<file path="src/verilog/msl_consts.vh">
// constants for the motion stop and limit block
// included by msl_top.v; definitions only
`ifndef MSL_CONSTS_VH
`define MSL_CONSTS_VH
// register byte offsets
`define MSL_OFF_STOPCFG 8'h00
`define MSL_OFF_FWDLIM 8'h04
`define MSL_OFF_REVLIM 8'h08
`define MSL_OFF_ACCUNIT 8'h0C
`define MSL_OFF_ACCVAL 8'h10
`define MSL_OFF_DECVAL 8'h14
`define MSL_OFF_SPD_SD 8'h18
`define MSL_OFF_SPD_JOG 8'h1C
`define MSL_OFF_SPD_FAST 8'h20
`define MSL_OFF_SPD_HOME 8'h24
`define MSL_OFF_CTRL 8'h28
`define MSL_OFF_STATUS 8'h2C
// stop config field positions
`define MSL_F_STOPACT 0
`define MSL_F_BLKACT 2
`define MSL_F_LSACT 4
`define MSL_F_SWACT 8
// stop config reset: stop=3 blk=1 ls=2 sw=3
`define MSL_RST_STOPCFG 32'h0000_0327
`define MSL_RST_FWDLIM 32'h7FFF_FFFF
`define MSL_RST_REVLIM 32'h8000_0000
`define MSL_RST_ACCUNIT 2'h0
`define MSL_RST_ACCVAL 32'h000F_4240
`define MSL_RST_SPD 32'h0000_01F4
`define MSL_SPD_MAX 32'h003D_0900
`define MSL_RATE_MIN 32'h0000_0001
`define MSL_RATE_MAX 32'h3B9A_CA00
// rate 1.0 kHz/s = 1000 in units of 0.001
`define MSL_ACC_UNIT_RATE 2'h0
`define MSL_ACC_UNIT_TIME 2'h1
`define MSL_ACC_UNIT_INV 2'h2
`endif

</file>
<file path="src/verilog/msl_top.v">
// motion stop and limit control with an axi4-lite register slave
// assumes sensor and stop inputs are asynchronous pins; rest on clk_sys
// Contract
// - the stop input during motion brings the motor to a stop.
// - a two-bit setting selects immediate or deceleration for stop and servo-off stop.
// - the blocking-input setting selects immediate (0) or deceleration (1) stop.
// - the limit-sensor setting selects homing use, stops, and stops with alarm.
// - software limits are checked only while coordinates are established.
// - the software limit setting disables, stops, or stops with alarm.
// - signed 32-bit forward and reverse software limits default to max and min.
// - after a limit in one direction motion in the other direction is allowed.
// - the acceleration unit setting selects kHz/s, seconds or ms/kHz.
// - the effective rate is held between 1 Hz/s and 1 GHz/s.
// - a commanded speed below the starting speed starts at the commanded speed.
// - a starting speed default 500 Hz applies to stored-data and continuous macro.
// - a separate jog starting speed from 0 to 4,000,000 Hz defaults to 500 Hz.
// - fast and normal homing have distinct starting speeds with their own ranges.
`timescale 1ns/1ps
`include "msl_consts.vh"
module msl_top (
    input wire clk_sys, // 125 MHz clock
    input wire rst_b, // async reset, active low
    input wire [7:0] s_axi_awaddr, // write address
    input wire s_axi_awvalid, // write address valid
    output wire s_axi_awready, // write address ready
    input wire [31:0] s_axi_wdata, // write data
    input wire [3:0] s_axi_wstrb, // write byte strobes
    input wire s_axi_wvalid, // write data valid
    output wire s_axi_wready, // write data ready
    output reg [1:0] s_axi_bresp, // write response
    output reg s_axi_bvalid, // write response valid
    input wire s_axi_bready, // write response ready
    input wire [7:0] s_axi_araddr, // read address
    input wire s_axi_arvalid, // read address valid
    output wire s_axi_arready, // read address ready
    output reg [31:0] s_axi_rdata, // read data
    output reg [1:0] s_axi_rresp, // read response
    output reg s_axi_rvalid, // read data valid
    input wire s_axi_rready, // read data ready
    input wire stop_input, // operation stop pin
    input wire halt_servo_off_input, // servo-off stop pin
    input wire forward_block_input, // forward blocking pin
    input wire reverse_block_input, // reverse blocking pin
    input wire forward_limit_sensor, // forward limit sensor pin
    input wire reverse_limit_sensor, // reverse limit sensor pin
    input wire motor_running, // motion in progress
    input wire move_forward, // 1: motion is forward
    input wire coords_set, // coordinate system established
    input wire [31:0] cmd_position, // signed command position, steps
    input wire [31:0] cmd_speed, // commanded operating speed, Hz
    input wire [1:0] op_kind, // 0 stored/cont, 1 jog, 2 fast home, 3 home
    output reg stop_now, // immediate stop request
    output reg stop_decel, // deceleration stop request
    output reg servo_off, // servo-off from the synchronised servo-off pin
    output reg alarm, // latched overtravel alarm
    output reg fwd_allowed, // forward motion permitted
    output reg rev_allowed, // reverse motion permitted
    output reg [31:0] start_speed, // effective starting speed, Hz
    output reg [31:0] acc_rate, // clamped acceleration rate
    output reg [31:0] dec_rate, // clamped deceleration rate
    output reg [1:0] acc_unit, // acceleration unit in use
    output reg home_fwd_sensor, // limit sensor used as home sensor
    output reg home_rev_sensor // limit sensor used as home sensor
);

reg [31:0] stopcfg_reg;
reg [31:0] fwdlim_reg;
reg [31:0] revlim_reg;
reg [1:0] accunit_reg;
reg [31:0] accval_reg;
reg [31:0] decval_reg;
reg [31:0] spd_sd_reg;
reg [31:0] spd_jog_reg;
reg [31:0] spd_fast_reg;
reg [31:0] spd_home_reg;
reg fwd_alarm_reg;
reg rev_alarm_reg;
reg [5:0] sync1_reg;
reg [5:0] sync2_reg;
reg aw_got_reg;
reg w_got_reg;
reg [7:0] awaddr_reg;
reg [31:0] wdata_reg;
reg [3:0] wstrb_reg;

// two-flop synchronisers for the six pins
always @(posedge clk_sys or negedge rst_b)
begin
    if (!rst_b)
    begin
        sync1_reg <= 6'h00;
        sync2_reg <= 6'h00;
    end
    else
    begin
        sync1_reg <= {reverse_limit_sensor, forward_limit_sensor, reverse_block_input,
            forward_block_input, halt_servo_off_input, stop_input};
        sync2_reg <= sync1_reg;
    end
end

wire stop_s = sync2_reg[0];
wire soff_s = sync2_reg[1];
wire fblk_s = sync2_reg[2];
wire rblk_s = sync2_reg[3];
wire fls_s = sync2_reg[4];
wire rls_s = sync2_reg[5];
wire [1:0] stop_act = stopcfg_reg[`MSL_F_STOPACT+1:`MSL_F_STOPACT];
wire blk_act = stopcfg_reg[`MSL_F_BLKACT];
wire [2:0] ls_act = stopcfg_reg[`MSL_F_LSACT+2:`MSL_F_LSACT];
wire [2:0] sw_act = stopcfg_reg[`MSL_F_SWACT+2:`MSL_F_SWACT];

// software limit compare, gated by coordinates and setting
wire sw_en = coords_set && (sw_act != 3'h7);
wire sw_fwd_hit = sw_en && ($signed(cmd_position) >= $signed(fwdlim_reg));
wire sw_rev_hit = sw_en && ($signed(cmd_position) <= $signed(revlim_reg));
wire ls_home = (ls_act == 3'h7);
wire ls_fwd_hit = fls_s && !ls_home;
wire ls_rev_hit = rls_s && !ls_home;

// a limit only stops motion heading into it
wire fwd_moving = motor_running && move_forward;
wire rev_moving = motor_running && !move_forward;
wire ls_trip = (ls_fwd_hit && fwd_moving) || (ls_rev_hit && rev_moving);
wire sw_trip = (sw_fwd_hit && fwd_moving) || (sw_rev_hit && rev_moving);
wire blk_trip = (fblk_s && fwd_moving) || (rblk_s && rev_moving);
wire ls_alarm = ls_act[1] && !ls_home;
wire sw_alarm = sw_act[1];
wire alarm_block = (fwd_alarm_reg && fwd_moving) || (rev_alarm_reg && rev_moving);

reg imm_next;
reg dec_next;
always @*
begin
    imm_next = 1'b0;
    dec_next = 1'b0;
    if (motor_running && stop_s)
    begin
        if (stop_act[0])
            dec_next = 1'b1;
        else
            imm_next = 1'b1;
    end
    if (motor_running && soff_s)
    begin
        if (stop_act[1])
            dec_next = 1'b1;
        else
            imm_next = 1'b1;
    end
    if (blk_trip)
    begin
        if (blk_act)
            dec_next = 1'b1;
        else
            imm_next = 1'b1;
    end
    if (ls_trip)
    begin
        if (ls_act[0])
            dec_next = 1'b1;
        else
            imm_next = 1'b1;
    end
    if (sw_trip)
    begin
        if (sw_act[0])
            dec_next = 1'b1;
        else
            imm_next = 1'b1;
    end
    // a decel stop already chosen for this trip keeps its kind
    if (alarm_block && !dec_next)
        imm_next = 1'b1;
    if (imm_next)
        dec_next = 1'b0;
end

// rate clamp into the legal window
function [31:0] clamp_rate;
    input [31:0] v;
    begin
        if (v < `MSL_RATE_MIN)
            clamp_rate = `MSL_RATE_MIN;
        else if (v > `MSL_RATE_MAX)
            clamp_rate = `MSL_RATE_MAX;
        else
            clamp_rate = v;
    end
endfunction

reg [31:0] base_speed;
always @*
begin
    case (op_kind)
        2'h1: base_speed = spd_jog_reg;
        2'h2: base_speed = spd_fast_reg;
        2'h3: base_speed = spd_home_reg;
        default: base_speed = spd_sd_reg;
    endcase
end

// axi4-lite write path
wire do_write = aw_got_reg && w_got_reg && !s_axi_bvalid;
assign s_axi_awready = !aw_got_reg && !s_axi_bvalid;
assign s_axi_wready = !w_got_reg && !s_axi_bvalid;
assign s_axi_arready = !s_axi_rvalid;

function [31:0] merge;
    input [31:0] old;
    input [31:0] nw;
    input [3:0] st;
    integer i;
    begin
        merge = old;
        for (i = 0; i < 4; i = i + 1)
            if (st[i])
                merge[i*8 +: 8] = nw[i*8 +: 8];
    end
endfunction

function [31:0] clamp_spd;
    input [31:0] v;
    input lo1;
    begin
        if (v > `MSL_SPD_MAX)
            clamp_spd = `MSL_SPD_MAX;
        else if (lo1 && v == 32'h0)
            clamp_spd = 32'h0000_0001;
        else
            clamp_spd = v;
    end
endfunction

wire [31:0] wv_stop = merge(stopcfg_reg, wdata_reg, wstrb_reg);
wire [31:0] wv_unit = merge({30'h0, accunit_reg}, wdata_reg, wstrb_reg);

always @(posedge clk_sys or negedge rst_b)
begin
    if (!rst_b)
    begin
        aw_got_reg <= 1'b0;
        w_got_reg <= 1'b0;
        awaddr_reg <= 8'h00;
        wdata_reg <= 32'h0;
        wstrb_reg <= 4'h0;
        s_axi_bvalid <= 1'b0;
        s_axi_bresp <= 2'h0;
        stopcfg_reg <= `MSL_RST_STOPCFG;
        fwdlim_reg <= `MSL_RST_FWDLIM;
        revlim_reg <= `MSL_RST_REVLIM;
        accunit_reg <= `MSL_RST_ACCUNIT;
        accval_reg <= `MSL_RST_ACCVAL;
        decval_reg <= `MSL_RST_ACCVAL;
        spd_sd_reg <= `MSL_RST_SPD;
        spd_jog_reg <= `MSL_RST_SPD;
        spd_fast_reg <= `MSL_RST_SPD;
        spd_home_reg <= `MSL_RST_SPD;
        fwd_alarm_reg <= 1'b0;
        rev_alarm_reg <= 1'b0;
    end
    else
    begin
        if (s_axi_awvalid && s_axi_awready)
        begin
            aw_got_reg <= 1'b1;
            awaddr_reg <= s_axi_awaddr;
        end
        if (s_axi_wvalid && s_axi_wready)
        begin
            w_got_reg <= 1'b1;
            wdata_reg <= s_axi_wdata;
            wstrb_reg <= s_axi_wstrb;
        end
        if (s_axi_bvalid && s_axi_bready)
            s_axi_bvalid <= 1'b0;
        // alarm clear first so a new trip in the same cycle wins
        if (do_write)
        begin
            aw_got_reg <= 1'b0;
            w_got_reg <= 1'b0;
            s_axi_bvalid <= 1'b1;
            s_axi_bresp <= 2'h0;
            case (awaddr_reg & 8'hFC)
                `MSL_OFF_STOPCFG: stopcfg_reg <= wv_stop;
                `MSL_OFF_FWDLIM: fwdlim_reg <= merge(fwdlim_reg, wdata_reg, wstrb_reg);
                `MSL_OFF_REVLIM: revlim_reg <= merge(revlim_reg, wdata_reg, wstrb_reg);
                `MSL_OFF_ACCUNIT:
                    if (wv_unit[1:0] != 2'h3)
                        accunit_reg <= wv_unit[1:0];
                `MSL_OFF_ACCVAL:
                    accval_reg <= clamp_rate(merge(accval_reg, wdata_reg, wstrb_reg));
                `MSL_OFF_DECVAL:
                    decval_reg <= clamp_rate(merge(decval_reg, wdata_reg, wstrb_reg));
                `MSL_OFF_SPD_SD:
                    spd_sd_reg <= clamp_spd(merge(spd_sd_reg, wdata_reg, wstrb_reg), 1'b0);
                `MSL_OFF_SPD_JOG:
                    spd_jog_reg <= clamp_spd(merge(spd_jog_reg, wdata_reg, wstrb_reg), 1'b0);
                `MSL_OFF_SPD_FAST:
                    spd_fast_reg <= clamp_spd(merge(spd_fast_reg, wdata_reg, wstrb_reg), 1'b0);
                `MSL_OFF_SPD_HOME:
                    spd_home_reg <= clamp_spd(merge(spd_home_reg, wdata_reg, wstrb_reg), 1'b1);
                `MSL_OFF_CTRL:
                    if (wstrb_reg[0] && wdata_reg[0])
                    begin
                        fwd_alarm_reg <= 1'b0;
                        rev_alarm_reg <= 1'b0;
                    end
                `MSL_OFF_STATUS: s_axi_bresp <= 2'h0;
                default: s_axi_bresp <= 2'h2;
            endcase
        end
        // latched alarm per direction, set wins over clear
        if ((ls_alarm && ls_fwd_hit && fwd_moving) || (sw_alarm && sw_fwd_hit && fwd_moving))
            fwd_alarm_reg <= 1'b1;
        if ((ls_alarm && ls_rev_hit && rev_moving) || (sw_alarm && sw_rev_hit && rev_moving))
            rev_alarm_reg <= 1'b1;
    end
end

// axi4-lite read path
reg [31:0] rd_mux;
reg rd_err;
always @*
begin
    rd_err = 1'b0;
    case (s_axi_araddr & 8'hFC)
        `MSL_OFF_STOPCFG: rd_mux = stopcfg_reg;
        `MSL_OFF_FWDLIM: rd_mux = fwdlim_reg;
        `MSL_OFF_REVLIM: rd_mux = revlim_reg;
        `MSL_OFF_ACCUNIT: rd_mux = {30'h0, accunit_reg};
        `MSL_OFF_ACCVAL: rd_mux = accval_reg;
        `MSL_OFF_DECVAL: rd_mux = decval_reg;
        `MSL_OFF_SPD_SD: rd_mux = spd_sd_reg;
        `MSL_OFF_SPD_JOG: rd_mux = spd_jog_reg;
        `MSL_OFF_SPD_FAST: rd_mux = spd_fast_reg;
        `MSL_OFF_SPD_HOME: rd_mux = spd_home_reg;
        `MSL_OFF_CTRL: rd_mux = 32'h0;
        `MSL_OFF_STATUS: rd_mux = {22'h0, sync2_reg, rev_alarm_reg, fwd_alarm_reg,
            stop_decel, stop_now};
        default:
        begin
            rd_mux = 32'h0;
            rd_err = 1'b1;
        end
    endcase
end

always @(posedge clk_sys or negedge rst_b)
begin
    if (!rst_b)
    begin
        s_axi_rvalid <= 1'b0;
        s_axi_rdata <= 32'h0;
        s_axi_rresp <= 2'h0;
    end
    else if (s_axi_arvalid && s_axi_arready)
    begin
        s_axi_rvalid <= 1'b1;
        s_axi_rdata <= rd_mux;
        s_axi_rresp <= rd_err ? 2'h2 : 2'h0;
    end
    else if (s_axi_rready)
        s_axi_rvalid <= 1'b0;
end

// registered outputs
always @(posedge clk_sys or negedge rst_b)
begin
    if (!rst_b)
    begin
        stop_now <= 1'b0;
        stop_decel <= 1'b0;
        servo_off <= 1'b0;
        alarm <= 1'b0;
        fwd_allowed <= 1'b1;
        rev_allowed <= 1'b1;
        start_speed <= `MSL_RST_SPD;
        acc_rate <= `MSL_RST_ACCVAL;
        dec_rate <= `MSL_RST_ACCVAL;
        acc_unit <= `MSL_RST_ACCUNIT;
        home_fwd_sensor <= 1'b0;
        home_rev_sensor <= 1'b0;
    end
    else
    begin
        stop_now <= imm_next;
        stop_decel <= dec_next;
        servo_off <= soff_s;
        alarm <= fwd_alarm_reg || rev_alarm_reg;
        fwd_allowed <= !(fblk_s || ls_fwd_hit || sw_fwd_hit || fwd_alarm_reg);
        rev_allowed <= !(rblk_s || ls_rev_hit || sw_rev_hit || rev_alarm_reg);
        start_speed <= (cmd_speed < base_speed) ? cmd_speed : base_speed;
        acc_rate <= accval_reg;
        dec_rate <= decval_reg;
        acc_unit <= accunit_reg;
        home_fwd_sensor <= ls_home && fls_s;
        home_rev_sensor <= ls_home && rls_s;
    end
end

endmodule // msl_top

</file>
<file path="config.mk">
export PLATFORM = sky130hd
export DESIGN_NAME = msl_top
export DESIGN_NICKNAME = d
export VERILOG_FILES = /design/src/verilog/msl_top.v
export VERILOG_INCLUDE_DIRS = /design/src /design/src/verilog
export SDC_FILE = /design/constraint.sdc
export NUM_CORES = 1
export LEC_CHECK = 0
export BUFFER_PORTS_ARGS = -buffer_cell sky130_fd_sc_hd__buf_2
export CORE_MARGIN = 2
export CORE_UTILIZATION = 40
export CTS_BUF_LIST = sky130_fd_sc_hd__clkbuf_8 sky130_fd_sc_hd__clkbuf_16
export DETAILED_ROUTE_END_ITERATION = 12
export HOLD_SLACK_MARGIN = 0.08
export PLACE_DENSITY = 0.64
export SLEW_MARGIN = 40
export SYNTH_ARGS = -nofsm -noshare
export SYNTH_HDL_FRONTEND = slang
export SYNTH_SLANG_ARGS = --single-unit
export TNS_END_PERCENT = 10
</file>
<file path="constraint.sdc">
create_clock -name clk_sys -period 6.4 [get_ports clk_sys]
set_input_delay 1.28 -clock clk_sys [delete_from_list [all_inputs] [get_ports clk_sys]]
set_output_delay 1.28 -clock clk_sys [all_outputs]
set_load 0.005 [all_outputs]
</file>
==> results.sh <==
export IMPL_critPathArrivalTime_ns=5.01
export IMPL_cts_setup_buffers=0
export IMPL_hpwl_um=66000
export IMPL_setup_tns_ns=0
export IMPL_fin_skew_ns=0.0422
export IMPL_die_h_um=252
export IMPL_clk_latency_ns=0.63
export IMPL_gp_congestion=0.953
export IMPL_netlist_instances=2197
export IMPL_routedWlPerCell_um=27.1
export IMPL_clk_pin_slew_ns=0.06
export IMPL_setup_viol=0
export IMPL_grt_overflow=0
export IMPL_powerDensity_nw_per_um2=411
export IMPL_synth_ff_type="dfrtp_1"
export IMPL_cp_max_fo=22
export IMPL_rows=90
export IMPL_cts_htree_levels=2
export IMPL_die_width_um=252
export IMPL_yosysTopAreaCell="dfrtp_1"
export IMPL_synth_edf_count=0
export IMPL_cts_sinks=490
export IMPL_dr_first_iter_drc_count=2202
export IMPL_fillers=5519
export IMPL_syn2layout_area_growth_pct=16.7
export IMPL_cts_buffers=54
export IMPL_drt_total_wl_um=88700
export IMPL_cts_resized=0
export IMPL_worst_pin_slew_ns=0.905
export IMPL_vias=20258
export IMPL_power_uw=11800
export IMPL_synth_top_area_frac=0.399
export IMPL_place_ws_ns=1.19
export IMPL_drc=0
export IMPL_yosysSeqAreaShare=0.503
export IMPL_syn_area_um2=24600
export IMPL_via_per_inst=6.20
export IMPL_crit_required_ns=6.87
export IMPL_ant_nets=0
export IMPL_fin_ws_ns=1.85
export IMPL_min_period_ns=4.55
export IMPL_rsz0062_at_grt="false"
export IMPL_max_cap_violations=0
export IMPL_cp_start_kind="input port"
export IMPL_critical_path_class="in -> reg"
export IMPL_avgSynthCellArea_um2=11.2
export IMPL_grt_use_total=0.277
export IMPL_drive_gt1_frac=0.305
export IMPL_grt_pass1_wl_um=131000
export IMPL_cts_path_max_buffers=3
export IMPL_cp_end_kind="register"
export IMPL_period_share=0.710
export IMPL_ys_types=87
export IMPL_peakVddDrop_uv=312
export IMPL_synth_area_leaders="dfrtp_1 40%, dfstp_2 10%, mux2_2 7.5%"
export IMPL_grt_start_max_net_pins=154
export IMPL_ys_ff_latch=490
export IMPL_io_buffer_count=274
export IMPL_antenna_found_initial=3
export IMPL_slew_viol_final=0
export IMPL_grt_pass1_vias=20072
export IMPL_max_freq_ghz=0.220
export IMPL_cts_hold_fix_buffers=0
export IMPL_final_hold_violation_count=0
export IMPL_cts_root_buf="clkbuf_16"
export IMPL_synthArstFlopShare=1.00
export IMPL_first_pass_iters=9
export IMPL_ys_warnings_count=0
export IMPL_status="finished, final reports clean"
export IMPL_io_pins=281
export IMPL_cts_tree="done"
export IMPL_dieArea_um2=63500
export IMPL_core_area_um2=60600
export IMPL_max_slew_margin=0.393
export IMPL_p_leak_uw=0.0130
export IMPL_finish_net_count=2671
export IMPL_start_util=0.406
export IMPL_holdCritPathClass="reg -> reg"
==> path summary, 6_finish.rpt <==
| path | from | to | slack, ns | cells past startpoint |
|---|---|---|---|---|
| min in group asynchronous | rst_b | acc_unit[0] | 0.60 | 1 |
| max in group asynchronous | rst_b | spd_sd_reg[26] | 4.56 | 3 |
| setup / recovery | op_kind[0] | start_speed[18] | 1.85 | 15 |
| hold reg to reg | sync1_reg[3] | sync2_reg[3] | 0.34 | 0 |
| setup reg to reg | wstrb_reg[1] | accval_reg[5] | 2.59 | 8 |
| hold / removal | sync1_reg[3] | sync2_reg[3] | 0.34 | 0 |
==> cells in the final DEF, fill, tap and decap left out, types with 54 or more instances in the layout <==
master     instances
dfstp_2           98
ha_1              95
a21oi_1          123
dfrtp_1          389
mux2_2           164
clkbuf_16         54
nor2_1           119
buf_2            276
o21ai_0           94
nand2_1           98
a22oi_1           58
inv_1            138
==> power breakdown <==
group	leakage (uW)	switching [uW]	internal [uW]
Sequential	0.00627	1210	4010
Combinational	0.00581	2010	1490
Clock	0.000936	1300	1810
Total	0.0130	4510	7300
==> synth_stat cells (all sizes together), types with 6 or more instances <==
master / number
mux2: 169
nand3b: 9
nor2b: 24
a221o: 8
a22o: 42
o21ai: 103
nand4: 20
nor3b: 14
or3: 7
a31oi: 17
dfstp: 98
a32o: 52
inv: 124
and3: 7
mux2i: 31
or2: 8
a21oi: 125
buf: 39
nand2: 100
nand3: 34
mux4: 35
nor4: 22
dfrtp: 392
ha: 95
nand2b: 14
and2: 48
o31ai: 13
o221ai: 6
o32a: 7
a221oi: 33
a222oi: 18
a211oi: 9
o22ai: 29
clkbuf: 98
o21a: 7
a22oi: 58
a21o: 40
nor3: 56
nor2: 128
==> cells by family (layout without fill, tap and decap cells) <==
group	after synthesis	count (layout)	share of synthesized area
AOI/OAI and AO/OA	607	607	0.177
and+or+nand+nor	508	508	0.106
DFF	490	490	0.503
buffers and inverters	261	549	0.0429
muxes	235	235	0.122
adders and majority gates	95	95	0.0483
other	1	3	0.000152
==> layer usage <==
metal  vias to the layer above  wire length [um]  GRT usage
met5                         -                27          0
met2                      1111             39400      0.418
met4                         4              3420      0.103
li1                       8729                 -          -
met1                     10223             36500      0.385
met3                       191              9350     0.0688
==> area by class of cell <==
cell class	instances	area, um^2	share of cell area
flip-flops and latches	490	12400	0.431
multi-input cells	1447	11300	0.393
repair buffers	325	1850	0.0642
clock buffers	64	1490	0.0518
well taps	782	978	0.0341
inverters	124	465	0.0162
clock inverters	36	278	0.00967
diodes	1	2.50	0.0000871
==> through the flow <==
stage | instances | hold slack (ns) | utilization | instance area [um^2]
2_1_floorplan | 2198 | 0.331 | - | 24600
3_3_place_gp | 3159 | 0.335 | 0.442 | 26800
3_5_place_dp | 3167 | 0.336 | 0.444 | 26900
4_1_cts | 3267 | 0.348 | 0.473 | 28700
5_1_grt | 3269 | 0.358 | 0.474 | 28700
6_report | 3269 | 0.344 | 0.474 | 28700
==> worst max-delay path: stages <==
cell,delay [ns]
buf_2,0.39
buf_4,0.47
mux4_2,0.59
inv_1,0.07
ha_1,0.23
a21o_1,0.19
a21oi_1,0.13
nor2b_1,0.06
o21ai_0,0.16
nand2b_1,0.08
a2111oi_0,0.42
buf_4,0.20
o211ai_1,0.10
buf_4,0.25
mux2_1,0.36
Note: power is estimated with default switching activity, not from simulation.
